$ cat config.mk
export PLATFORM = sky130hd
export DESIGN_NAME = bfr_breaker_fail
export DESIGN_NICKNAME = d
export VERILOG_FILES = /design/src/logic/bfr_pkg.sv /design/src/logic/bfr_delay_timer.sv /design/src/logic/bfr_breaker_fail.sv
export VERILOG_INCLUDE_DIRS = /design/src /design/src/logic
export SDC_FILE = /design/constraint.sdc
export NUM_CORES = 1
export LEC_CHECK = 0
export BUFFER_PORTS_ARGS = -buffer_cell sky130_fd_sc_hd__buf_4
export CORE_UTILIZATION = 58
export DETAILED_ROUTE_END_ITERATION = 10
export GPL_TIMING_DRIVEN = 0
export PLACE_DENSITY_LB_ADDON = 0.25
export SLEW_MARGIN = 20
export SYNTH_ARGS = -nofsm -noshare
export SYNTH_HDL_FRONTEND = slang
export SYNTH_SLANG_ARGS = --single-unit
export TNS_END_PERCENT = 10
$ cat constraint.sdc
create_clock -name ref_clk -period 2.6 [get_ports ref_clk]
set_input_delay 0 -clock ref_clk [delete_from_list [all_inputs] [get_ports ref_clk]]
set_output_delay 0 -clock ref_clk [all_outputs]
set_load 0.05 [all_outputs]
$ cat src/logic/bfr_consts.svh
/*
 * Constants of the breaker-failure timer block: register offsets, field
 * positions, reset values and timing counts.
 * Assumes inclusion by bare name from the package and the design modules.
 */
`ifndef BFR_CONSTS_SVH
`define BFR_CONSTS_SVH

// ==========================================================================
// Timing
`define BFR_CLK_NS        100
`define BFR_STEP_MS       10
`define BFR_TICK_CYCLES   ((`BFR_STEP_MS * 1000000) / `BFR_CLK_NS)
`define BFR_PRE_W         24

// ==========================================================================
// Register offsets (byte addresses)
`define BFR_ADDR_W        8
`define BFR_DATA_W        16
`define BFR_OFS_CTRL      8'h00
`define BFR_OFS_DLY1      8'h04
`define BFR_OFS_DLY2      8'h08
`define BFR_OFS_UCPH      8'h0c
`define BFR_OFS_UCSEF     8'h10
`define BFR_OFS_STATUS    8'h14

// ==========================================================================
// Control fields and reset values
`define BFR_CTRL_EN1      0
`define BFR_CTRL_EN2      1
`define BFR_CTRL_REMOC    2
`define BFR_CTRL_REMEF    3
`define BFR_CTRL_SEL_LO   4
`define BFR_CTRL_SEL_HI   5
`define BFR_CTRL_RST      16'h0001

// Delays in 10 ms steps, thresholds in their own step units
`define BFR_DLY1_RST      16'h0014
`define BFR_DLY2_RST      16'h0028
`define BFR_DLY_MAX       16'h03e8
`define BFR_UCPH_RST      16'h000a
`define BFR_UCPH_MIN      16'h0002
`define BFR_UCPH_MAX      16'h0140
`define BFR_UCSEF_RST     16'h0050
`define BFR_UCSEF_MIN     16'h0004
`define BFR_UCSEF_MAX     16'h0c80

`endif

$ cat src/logic/bfr_pkg.sv
/*
 * Types of the breaker-failure timer block.
 * Assumes the constants header is on the include path.
 */
`include "bfr_consts.svh"

package bfr_pkg;

	// ======================================================================
	// External initiation reset choices
	typedef enum logic [1:0] {
		BFR_EXT_UC_ONLY   = 2'h0,
		BFR_EXT_PROT_UC   = 2'h1,
		BFR_EXT_OPEN_UC   = 2'h2,
		BFR_EXT_SPARE     = 2'h3
	} bfr_ext_sel_e;

	// Delay timer state
	typedef struct packed {
		logic [15:0] count;
		logic        expired;
	} bfr_timer_s;

	// Supervisor state
	typedef struct packed {
		logic                      en1;
		logic                      en2;
		logic                      remOc;
		logic                      remEf;
		bfr_ext_sel_e              extSel;
		logic [15:0]               dly1;
		logic [15:0]               dly2;
		logic [15:0]               ucPh;
		logic [15:0]               ucSef;
		logic [`BFR_PRE_W-1:0]     prescale;
		logic                      tick;
		logic                      curInit;
		logic                      sefInit;
		logic                      extInit;
		logic                      ocStart;
		logic                      efStart;
		logic                      fail1;
		logic                      fail2;
		logic [`BFR_DATA_W-1:0]    rdData;
	} bfr_state_s;

endpackage : bfr_pkg

$ cat src/logic/bfr_delay_timer.sv
/*
 * One breaker-failure delay timer counting 10 ms steps.
 * Assumes a one-cycle step tick and a run level from the supervisor.
 */
`timescale 1ns/10ps
`include "bfr_consts.svh"

module bfr_delay_timer #(
	parameter int DLY_W = 16
) (
	input  wire logic             ref_clk,
	input  wire logic             srst,
	input  wire logic             enable,
	input  wire logic             run,
	input  wire logic             tick,
	input  wire logic [DLY_W-1:0] delay,
	output logic                  expired
);
	import bfr_pkg::*;

	// ======================================================================
	// Elaboration check
	if (DLY_W < 11 || DLY_W > 16)
	begin : g_bad_width
		$error("bfr_delay_timer: DLY_W must lie in 11..16");
	end

	bfr_timer_s st;
	bfr_timer_s next_st;

	// Count while running, clear at once when stopped or disabled
	always_comb
	begin
		next_st = st;
		if (!enable || !run)
		begin
			next_st.count   = 16'h0000;
			next_st.expired = 1'b0;
		end
		else if (!st.expired)
		begin
			if (st.count >= 16'(delay))
				next_st.expired = 1'b1;
			else if (tick)
				next_st.count = st.count + 16'h0001;
		end
	end

	// State register
	always_ff @(posedge ref_clk)
	begin
		if (srst)
			st <= '0;
		else
			st <= next_st;
	end

	assign expired = st.expired;                                 // Held until cleared

endmodule : bfr_delay_timer

$ cat src/logic/bfr_breaker_fail.sv
/*
 * Breaker-failure supervisor: initiation latching, reset selection by
 * undercurrent, breaker-open and protection reset, two delay timers,
 * start withdrawal and a small register file on a plain port.
 * Assumes synchronous inputs on ref_clk, current magnitudes already
 * measured, and a master that never asserts both strobes together.
 */
// Implementation choices: the address map and the plain strobed port.
`timescale 1ns/10ps
`include "bfr_consts.svh"

// Function
// - Current trips reset only when all four undercurrent
// - Sensitive earth trips reset on its undercurrent only
// - External trips use a selectable reset condition
// - Breaker open or protection reset need undercurrent
// - First timer enabled, 0 to 10 s, 0.2 s
// - Second timer disabled, same range, 0.4 s
// - Phase undercurrent threshold 0.02 to 3.2 In
// - Earth undercurrent threshold 0.001 to 0.8 In
// - Timeout withdraws starts when removal is enabled
// - Trip starts both timers; expiry raises failure
module bfr_breaker_fail #(
	parameter int TICK_CYCLES = `BFR_TICK_CYCLES
) (
	input  wire logic                   ref_clk,
	input  wire logic                   srst,
	input  wire logic [`BFR_ADDR_W-1:0] regAddr,
	input  wire logic [`BFR_DATA_W-1:0] regWrData,
	input  wire logic                   regWr,
	input  wire logic                   regRd,
	output logic      [`BFR_DATA_W-1:0] regRdData,
	input  wire logic [15:0]            phaseAMag,
	input  wire logic [15:0]            phaseBMag,
	input  wire logic [15:0]            phaseCMag,
	input  wire logic [15:0]            neutralMag,
	input  wire logic [15:0]            sefMag,
	input  wire logic                   currentTrip,
	input  wire logic                   sefTrip,
	input  wire logic                   extTrip,
	input  wire logic [2:0]             breakerOpen,
	input  wire logic                   ocStartIn,
	input  wire logic                   efStartIn,
	output logic                        firstFailure,
	output logic                        secondFailure,
	output logic                        ocStart,
	output logic                        efStart
);
	import bfr_pkg::*;

	// ======================================================================
	// Elaboration check
	if (TICK_CYCLES < 1 || TICK_CYCLES >= (1 << `BFR_PRE_W))
	begin : g_bad_tick
		$error("bfr_breaker_fail: TICK_CYCLES out of range");
	end

	// Prescaler value on which the step tick is raised
	localparam logic [`BFR_PRE_W-1:0] PRE_LAST = `BFR_PRE_W'(TICK_CYCLES - 1);

	// ======================================================================
	// Helper functions

	// Undercurrent element operates while magnitude is below threshold
	// A magnitude sitting exactly on the threshold still counts as flowing
	function automatic logic under(input logic [15:0] mag,
	                               input logic [15:0] thr);
		under = (mag < thr);
	endfunction : under

	// Clamp a written setting into its legal range
	// A zero threshold would otherwise never let a breaker-fail reset through
	function automatic logic [15:0] clamp(input logic [15:0] v,
	                                      input logic [15:0] lo,
	                                      input logic [15:0] hi);
		if (v < lo)
			clamp = lo;
		else if (v > hi)
			clamp = hi;
		else
			clamp = v;
	endfunction : clamp

	// ======================================================================
	// State and detectors

	bfr_state_s st;
	bfr_state_s next_st;

	logic ucA;
	logic ucB;
	logic ucC;
	logic ucN;
	logic allUc;
	logic sefUc;
	logic allOpen;
	logic curReset;
	logic sefReset;
	logic extReset;
	logic active;
	logic tmr1Expired;
	logic tmr2Expired;
	logic [`BFR_DATA_W-1:0] statusWord;
	logic [`BFR_DATA_W-1:0] ctrlWord;

	// Undercurrent detectors; neutral shares the phase threshold
	assign ucA     = under(phaseAMag, st.ucPh);
	assign ucB     = under(phaseBMag, st.ucPh);
	assign ucC     = under(phaseCMag, st.ucPh);
	assign ucN     = under(neutralMag, st.ucPh);
	assign sefUc   = under(sefMag, st.ucSef);
	assign allUc   = ucA & ucB & ucC & ucN;
	assign allOpen = &breakerOpen;

	// Reset condition of each initiation source
	assign curReset = allUc;
	assign sefReset = sefUc;

	// External reset per select; the spare code acts as undercurrent only

	always_comb
	begin
		unique case (st.extSel)
			BFR_EXT_PROT_UC: extReset = ~extTrip & allUc;
			BFR_EXT_OPEN_UC: extReset = allOpen & allUc;
			default:         extReset = allUc;
		endcase
	end

	// Timers run while any source stays initiated and unreset
	assign active = st.curInit | st.sefInit | st.extInit;

	// ======================================================================
	// Delay timers
	// Both timers share one run level, so every latched source must be
	// cleared, or the timer's enable bit cleared, before its failure output can drop

	bfr_delay_timer #(
		.DLY_W (16)
	) u_first_failure_timer (
		.ref_clk (ref_clk),
		.srst    (srst),
		.enable  (st.en1),
		.run     (active),
		.tick    (st.tick),
		.delay   (st.dly1),
		.expired (tmr1Expired)
	);

	bfr_delay_timer #(
		.DLY_W (16)
	) u_second_failure_timer (
		.ref_clk (ref_clk),
		.srst    (srst),
		.enable  (st.en2),
		.run     (active),
		.tick    (st.tick),
		.delay   (st.dly2),
		.expired (tmr2Expired)
	);

	// ======================================================================
	// Register views

	// Control word as software reads it back
	always_comb
	begin
		ctrlWord                   = '0;
		ctrlWord[`BFR_CTRL_EN1]    = st.en1;
		ctrlWord[`BFR_CTRL_EN2]    = st.en2;
		ctrlWord[`BFR_CTRL_REMOC]  = st.remOc;
		ctrlWord[`BFR_CTRL_REMEF]  = st.remEf;
		ctrlWord[`BFR_CTRL_SEL_HI:`BFR_CTRL_SEL_LO] = st.extSel;
	end

	// Live status of the supervisor
	assign statusWord = {7'h00, sefUc, allUc, st.extInit, st.sefInit,
	                     st.curInit, st.efStart, st.ocStart, st.fail2,
	                     st.fail1};

	// ======================================================================
	// Next-state logic
	always_comb
	begin
		next_st = st;

		// Register writes; out-of-range settings are clamped
		// The status word is read-only, so a write to it falls to the default
		if (regWr)
		begin
			unique case (regAddr)
				`BFR_OFS_CTRL:
				begin
					next_st.en1    = regWrData[`BFR_CTRL_EN1];
					next_st.en2    = regWrData[`BFR_CTRL_EN2];
					next_st.remOc  = regWrData[`BFR_CTRL_REMOC];
					next_st.remEf  = regWrData[`BFR_CTRL_REMEF];
					next_st.extSel = bfr_ext_sel_e'(
						regWrData[`BFR_CTRL_SEL_HI:`BFR_CTRL_SEL_LO]);
				end
				`BFR_OFS_DLY1:
					next_st.dly1 = clamp(regWrData, 16'h0000,
					                     `BFR_DLY_MAX);
				`BFR_OFS_DLY2:
					next_st.dly2 = clamp(regWrData, 16'h0000,
					                     `BFR_DLY_MAX);
				`BFR_OFS_UCPH:
					next_st.ucPh = clamp(regWrData, `BFR_UCPH_MIN,
					                     `BFR_UCPH_MAX);
				`BFR_OFS_UCSEF:
					next_st.ucSef = clamp(regWrData, `BFR_UCSEF_MIN,
					                      `BFR_UCSEF_MAX);
				default: ;
			endcase
		end

		// Read data stands in the cycle after the strobe only
		next_st.rdData = '0;
		if (regRd)
		begin
			unique case (regAddr)
				`BFR_OFS_CTRL:   next_st.rdData = ctrlWord;
				`BFR_OFS_DLY1:   next_st.rdData = st.dly1;
				`BFR_OFS_DLY2:   next_st.rdData = st.dly2;
				`BFR_OFS_UCPH:   next_st.rdData = st.ucPh;
				`BFR_OFS_UCSEF:  next_st.rdData = st.ucSef;
				`BFR_OFS_STATUS: next_st.rdData = statusWord;
				default:         next_st.rdData = '0;
			endcase
		end

		// Initiation latches; a new trip wins over a reset
		// A trip held high keeps its latch set; the reset acts once it drops
		if (curReset)
			next_st.curInit = 1'b0;
		if (sefReset)
			next_st.sefInit = 1'b0;
		if (extReset)
			next_st.extInit = 1'b0;
		if (currentTrip)
			next_st.curInit = 1'b1;
		if (sefTrip)
			next_st.sefInit = 1'b1;
		if (extTrip)
			next_st.extInit = 1'b1;

		// Step prescaler restarts while idle so delays begin at the trip
		// The first step tick therefore lands one full step after the latch
		next_st.tick = 1'b0;
		if (!active)
			next_st.prescale = '0;
		else if (st.prescale == PRE_LAST)
		begin
			next_st.prescale = '0;
			next_st.tick     = 1'b1;
		end
		else
			next_st.prescale = st.prescale + `BFR_PRE_W'(1);

		// Failure outputs follow the timers
		// One flop behind the timers so the ports leave a flip-flop
		next_st.fail1 = tmr1Expired;
		next_st.fail2 = tmr2Expired;

		// Start withdrawal after any breaker-fail timeout
		next_st.ocStart = ocStartIn &
		                  ~(st.remOc & (tmr1Expired | tmr2Expired));
		next_st.efStart = efStartIn &
		                  ~(st.remEf & (tmr1Expired | tmr2Expired));
	end

	// ======================================================================
	// State register with documented settings at reset
	always_ff @(posedge ref_clk)
	begin
		if (srst)
		begin
			st        <= '0;
			st.en1    <= 1'(`BFR_CTRL_RST >> `BFR_CTRL_EN1);
			st.en2    <= 1'b0;
			st.remOc  <= 1'b0;
			st.remEf  <= 1'b0;
			st.extSel <= BFR_EXT_UC_ONLY;
			st.dly1   <= `BFR_DLY1_RST;
			st.dly2   <= `BFR_DLY2_RST;
			st.ucPh   <= `BFR_UCPH_RST;
			st.ucSef  <= `BFR_UCSEF_RST;
		end
		else
			st <= next_st;
	end

	// ======================================================================
	// Outputs straight from flip-flops
	assign regRdData     = st.rdData;
	assign firstFailure  = st.fail1;
	assign secondFailure = st.fail2;
	assign ocStart       = st.ocStart;
	assign efStart       = st.efStart;

endmodule : bfr_breaker_fail

==> flow_summary.json <==
{
  "grt_pass1_wl_mm": 40.01,
  "yosys.area.top_type_share": 0.3393,
  "postPlaceCellArea_mm2": 0.01019,
  "synth_edf_count": 0,
  "fillers": 1141,
  "syn_area_per_cell_um2": 8.591,
  "whs_path_depth": 4,
  "hold_path_class": "in2reg",
  "cts.htree.levels": 4,
  "synthArstFlopShare": 0,
  "reg2reg_slack_ns": 0.13,
  "fin_crit_sh": 0.9485,
  "die_w_um": 126.4,
  "crit_path_cell_trace": "inv_1 > ha_1 > a211oi_1 > o21ai_0 > a21oi_1 > o221ai_2 > clkbuf_2 > or4_1 > a21oi_1",
  "yosys_warnings": 0,
  "synth_ff_type": "dfxtp_1",
  "core_area_mm2": 0.01515,
  "synth-seq-cells": 152,
  "p_leak_uw": 0.004416,
  "period_needed_ns": 2.466,
  "drt_pass1_iterations": 6,
  "synth_top_area_cell": "dfxtp_1",
  "cts.clk_slew.worst_paths_ns": 0.06,
  "min_to": "st[20]$_SDFFE_PP0P_",
  "ios": 136,
  "r2r_cells": 9,
  "place_congestion": 0.9998,
  "critPathRequiredTime_ns": 2.95,
  "slew_viol_final": 0,
  "synth_nets": 1271,
  "portBuffers": 132,
  "crit_path_end_kind": "flip-flop",
  "setup_viol": 0,
  "drive_above_1_share": 0.1811,
  "drc": 0,
  "grt_antenna_before_repair": 0,
  "ys_seq_area_frac": 0.3393,
  "outcome": "finished clean",
  "hold_viol_final": 0,
  "yosysUniqueCellTypes": 59,
  "dpl.cell_count": 1364,
  "routedWlPerCell_um": 17.95,
  "timing.rr.end": "u_first_failure_timer.st[14]$_SDFFE_PP0P_",
  "crit_top_cell": "a21oi_1",
  "viasPerCell": 6.074,
  "postSynthCellCount": 1044,
  "detail-route-antenna-nets": 0,
  "rows": 45,
  "cts_buffers": 17,
  "antenna_cells": 0,
  "critPathKind": "reg2reg",
  "cts.sink_count": 152,
  "max_freq_ghz": 0.4055,
  "area_growth_pct": 22.61,
  "vias": 8589,
  "crit_fanout": 10,
  "die_h_um": 126.4,
  "slowest_stage": "or4_1",
  "min_from": "breakerOpen[1]",
  "start_util": 0.5922,
  "place_hpwl_mm": 19.49,
  "slew_headroom": 0.5079,
  "ir_worst_vdd_mv": 0.4721,
  "cts_tree": "built",
  "postLayoutCellArea_mm2": 0.01100,
  "max-cap-violations": 0,
  "grt_pass1_vias": 8036,
  "synth_area_leaders": "dfxtp_1 (34%), ha_1 (15%), a21oi_1 (4.4%)",
  "skew_ns": 0.008255,
  "crit_arrival_ns": 2.82,
  "synth_area_mm2": 0.008969,
  "grt_max_degree": 17,
  "start_kind": "flip-flop",
  "tightest_slew_ns": 0.7337,
  "layout.cells.non_filler": 1414,
  "cts_buffer_depth": 2,
  "cpPeakStageDelay_ns": 0.52,
  "die_area_mm2": 0.01596,
  "drt_first_iter_violations": 833,
  "wirelength_mm": 25.39,
  "grt-ovfl-total": 0,
  "clock_latency_ns": 0.43,
  "track_usage": 0.3205,
  "rsz0062_at_grt": "no",
  "cts_root_buf": "clkbuf_16",
  "r2r_start": "st[98]$_SDFFE_PP1P_",
  "power_density_mw_per_mm2": 463.1,
  "fin_nets": 1441
}
[logic make-up (layout without fill, tap and decap cells)]
family / after synthesis / after routing / share of synthesized area
flops: 152 / 152 / 0.3393
buf+inv: 133 / 315 / 0.06585
xor+xnor: 21 / 21 / 0.02051
compound gates: 241 / 241 / 0.1775
fa+ha+maj: 111 / 111 / 0.1549
simple gates: 361 / 361 / 0.2100
mux: 25 / 25 / 0.03209
[synthesized netlist by cell type, drive strengths merged (27+ instances only)]
cell type    n
dfxtp      152
ha         111
a21oi       79
nand2       77
nor2        74
inv         73
nor3        42
nand3       40
nand4       31
a22oi       30
buf         30
clkbuf      29
o21ai       27
[routing by layer]
layer | track usage | vias to the layer above | wire (µm)
met1 | 0.4105 | 3917 | 10720
met2 | 0.5203 | 440 | 11550
met3 | 0.07423 | 82 | 2260
met5 | 0 | - | 0
li1 | - | 4150 | -
met4 | 0.1325 | 0 | 858
[worst max path at each step]
stage,start,to,slack [ns],depth (start not counted)
after global routing,st[70]$_SDFFE_PP0P_,st[22]$_SDFFE_PP0P_,0.003,9
after floorplan,st[109]$_SDFFE_PP0P_,u_first_failure_timer.st[12]$_SDFFE_PP0P_,0.34,9
after global placement,st[70]$_SDFFE_PP0P_,st[22]$_SDFFE_PP0P_,-0.49,8
final,st[98]$_SDFFE_PP1P_,u_first_failure_timer.st[14]$_SDFFE_PP0P_,0.13,9
after CTS,st[109]$_SDFFE_PP0P_,u_first_failure_timer.st[14]$_SDFFE_PP0P_,0.03,9
after detailed placement,st[70]$_SDFFE_PP0P_,st[20]$_SDFFE_PP0P_,-0.50,8
[flip-flops by register name (all words and copies together) (netlist names)]
| signal | flops |
|---|---|
| st | 92 |
| regRdData | 16 |
| u_first_failure_timer.st | 16 |
| u_second_failure_timer.st | 16 |
| ctrlWord | 6 |
| efStart | 1 |
| firstFailure | 1 |
| ocStart | 1 |
| secondFailure | 1 |
| u_first_failure_timer.expired | 1 |
| u_second_failure_timer.expired | 1 |
[area by class of cell]
cell class	count	area, µm²	share of cell area
flip-flops and latches	152	3044	0.2768
plain buffers	59	316.6	0.02879
multi-input cells	759	5398	0.4908
repair buffers	151	1174	0.1067
clock inverters	9	67.56	0.006144
inverters	74	277.8	0.02526
well taps	188	235.2	0.02139
clock buffers	22	484.2	0.04403
[placed cells by master (no fill, tap or decap), types with 6 or more instances in the layout]
cell | Yosys | layout
a211oi_1 | 26 | 25
dlygate4sd3_1 | 0 | 16
and3_1 | 16 | 16
o211ai_1 | 8 | 8
or3_1 | 10 | 10
buf_4 | 19 | 154
nand3_1 | 39 | 39
nor2b_1 | 7 | 7
xor2_1 | 14 | 14
and2_1 | 10 | 10
a21o_1 | 15 | 15
nand4_1 | 31 | 31
clkbuf_16 | 0 | 17
o21ai_0 | 26 | 25
nand2_1 | 75 | 75
ha_1 | 111 | 111
mux2i_1 | 22 | 22
o31ai_1 | 11 | 11
nor2_1 | 73 | 73
clkbuf_1 | 29 | 27
nor3_1 | 40 | 40
a22o_1 | 11 | 11
nor4_1 | 8 | 7
dfxtp_1 | 152 | 151
and4_1 | 6 | 6
a22oi_1 | 30 | 30
buf_2 | 10 | 10
a21oi_1 | 79 | 79
nand2b_1 | 21 | 21
xnor2_1 | 7 | 7
or4_1 | 11 | 11
inv_1 | 73 | 73
[critical path, delay by kind of cell (launching register included)]
kind / cells / cell delay [ns]
and+or+nand+nor: 1 / 0.52
AOI/OAI and AO/OA: 5 / 0.96
DFF: 1 / 0.34
adders and majority gates: 1 / 0.30
buffers and inverters: 2 / 0.27
[report_power, final]
part	switching [µW]	leakage (µW)	total, µW	internal [µW]
clock network	967	0.000265	2290	1320
logic	230	0.00292	456	225
registers	10.2	0.00123	2350	2340
[per-stage QoR]
stage                 util  TNS [ns]  hold slack, ns  power, µW  setup WS (ns)
CTS                 0.7232         0        0.001097       5102        0.02739
global placement    0.6731    -1.464          0.2183       2809        -0.4947
detailed placement  0.6731    -1.886          0.2380       2821        -0.5018
floorplan                -         0          0.1251       2591         0.3357
finish              0.7261         0        0.008697       5092         0.1338
global route        0.7261         0         0.02698       5251       0.002861
[what timing repair did]
action                                 in CTS  in global routing
setup endpoints to repair                  28                 25
gates cloned                                0                  0
hold buffers                               16                  0
resized for setup                           9                  9
setup buffers                               2                  1
pin swaps                                   1                  1
endpoints found under the hold margin      32                  0
Power figures use the tool's default switching activity.
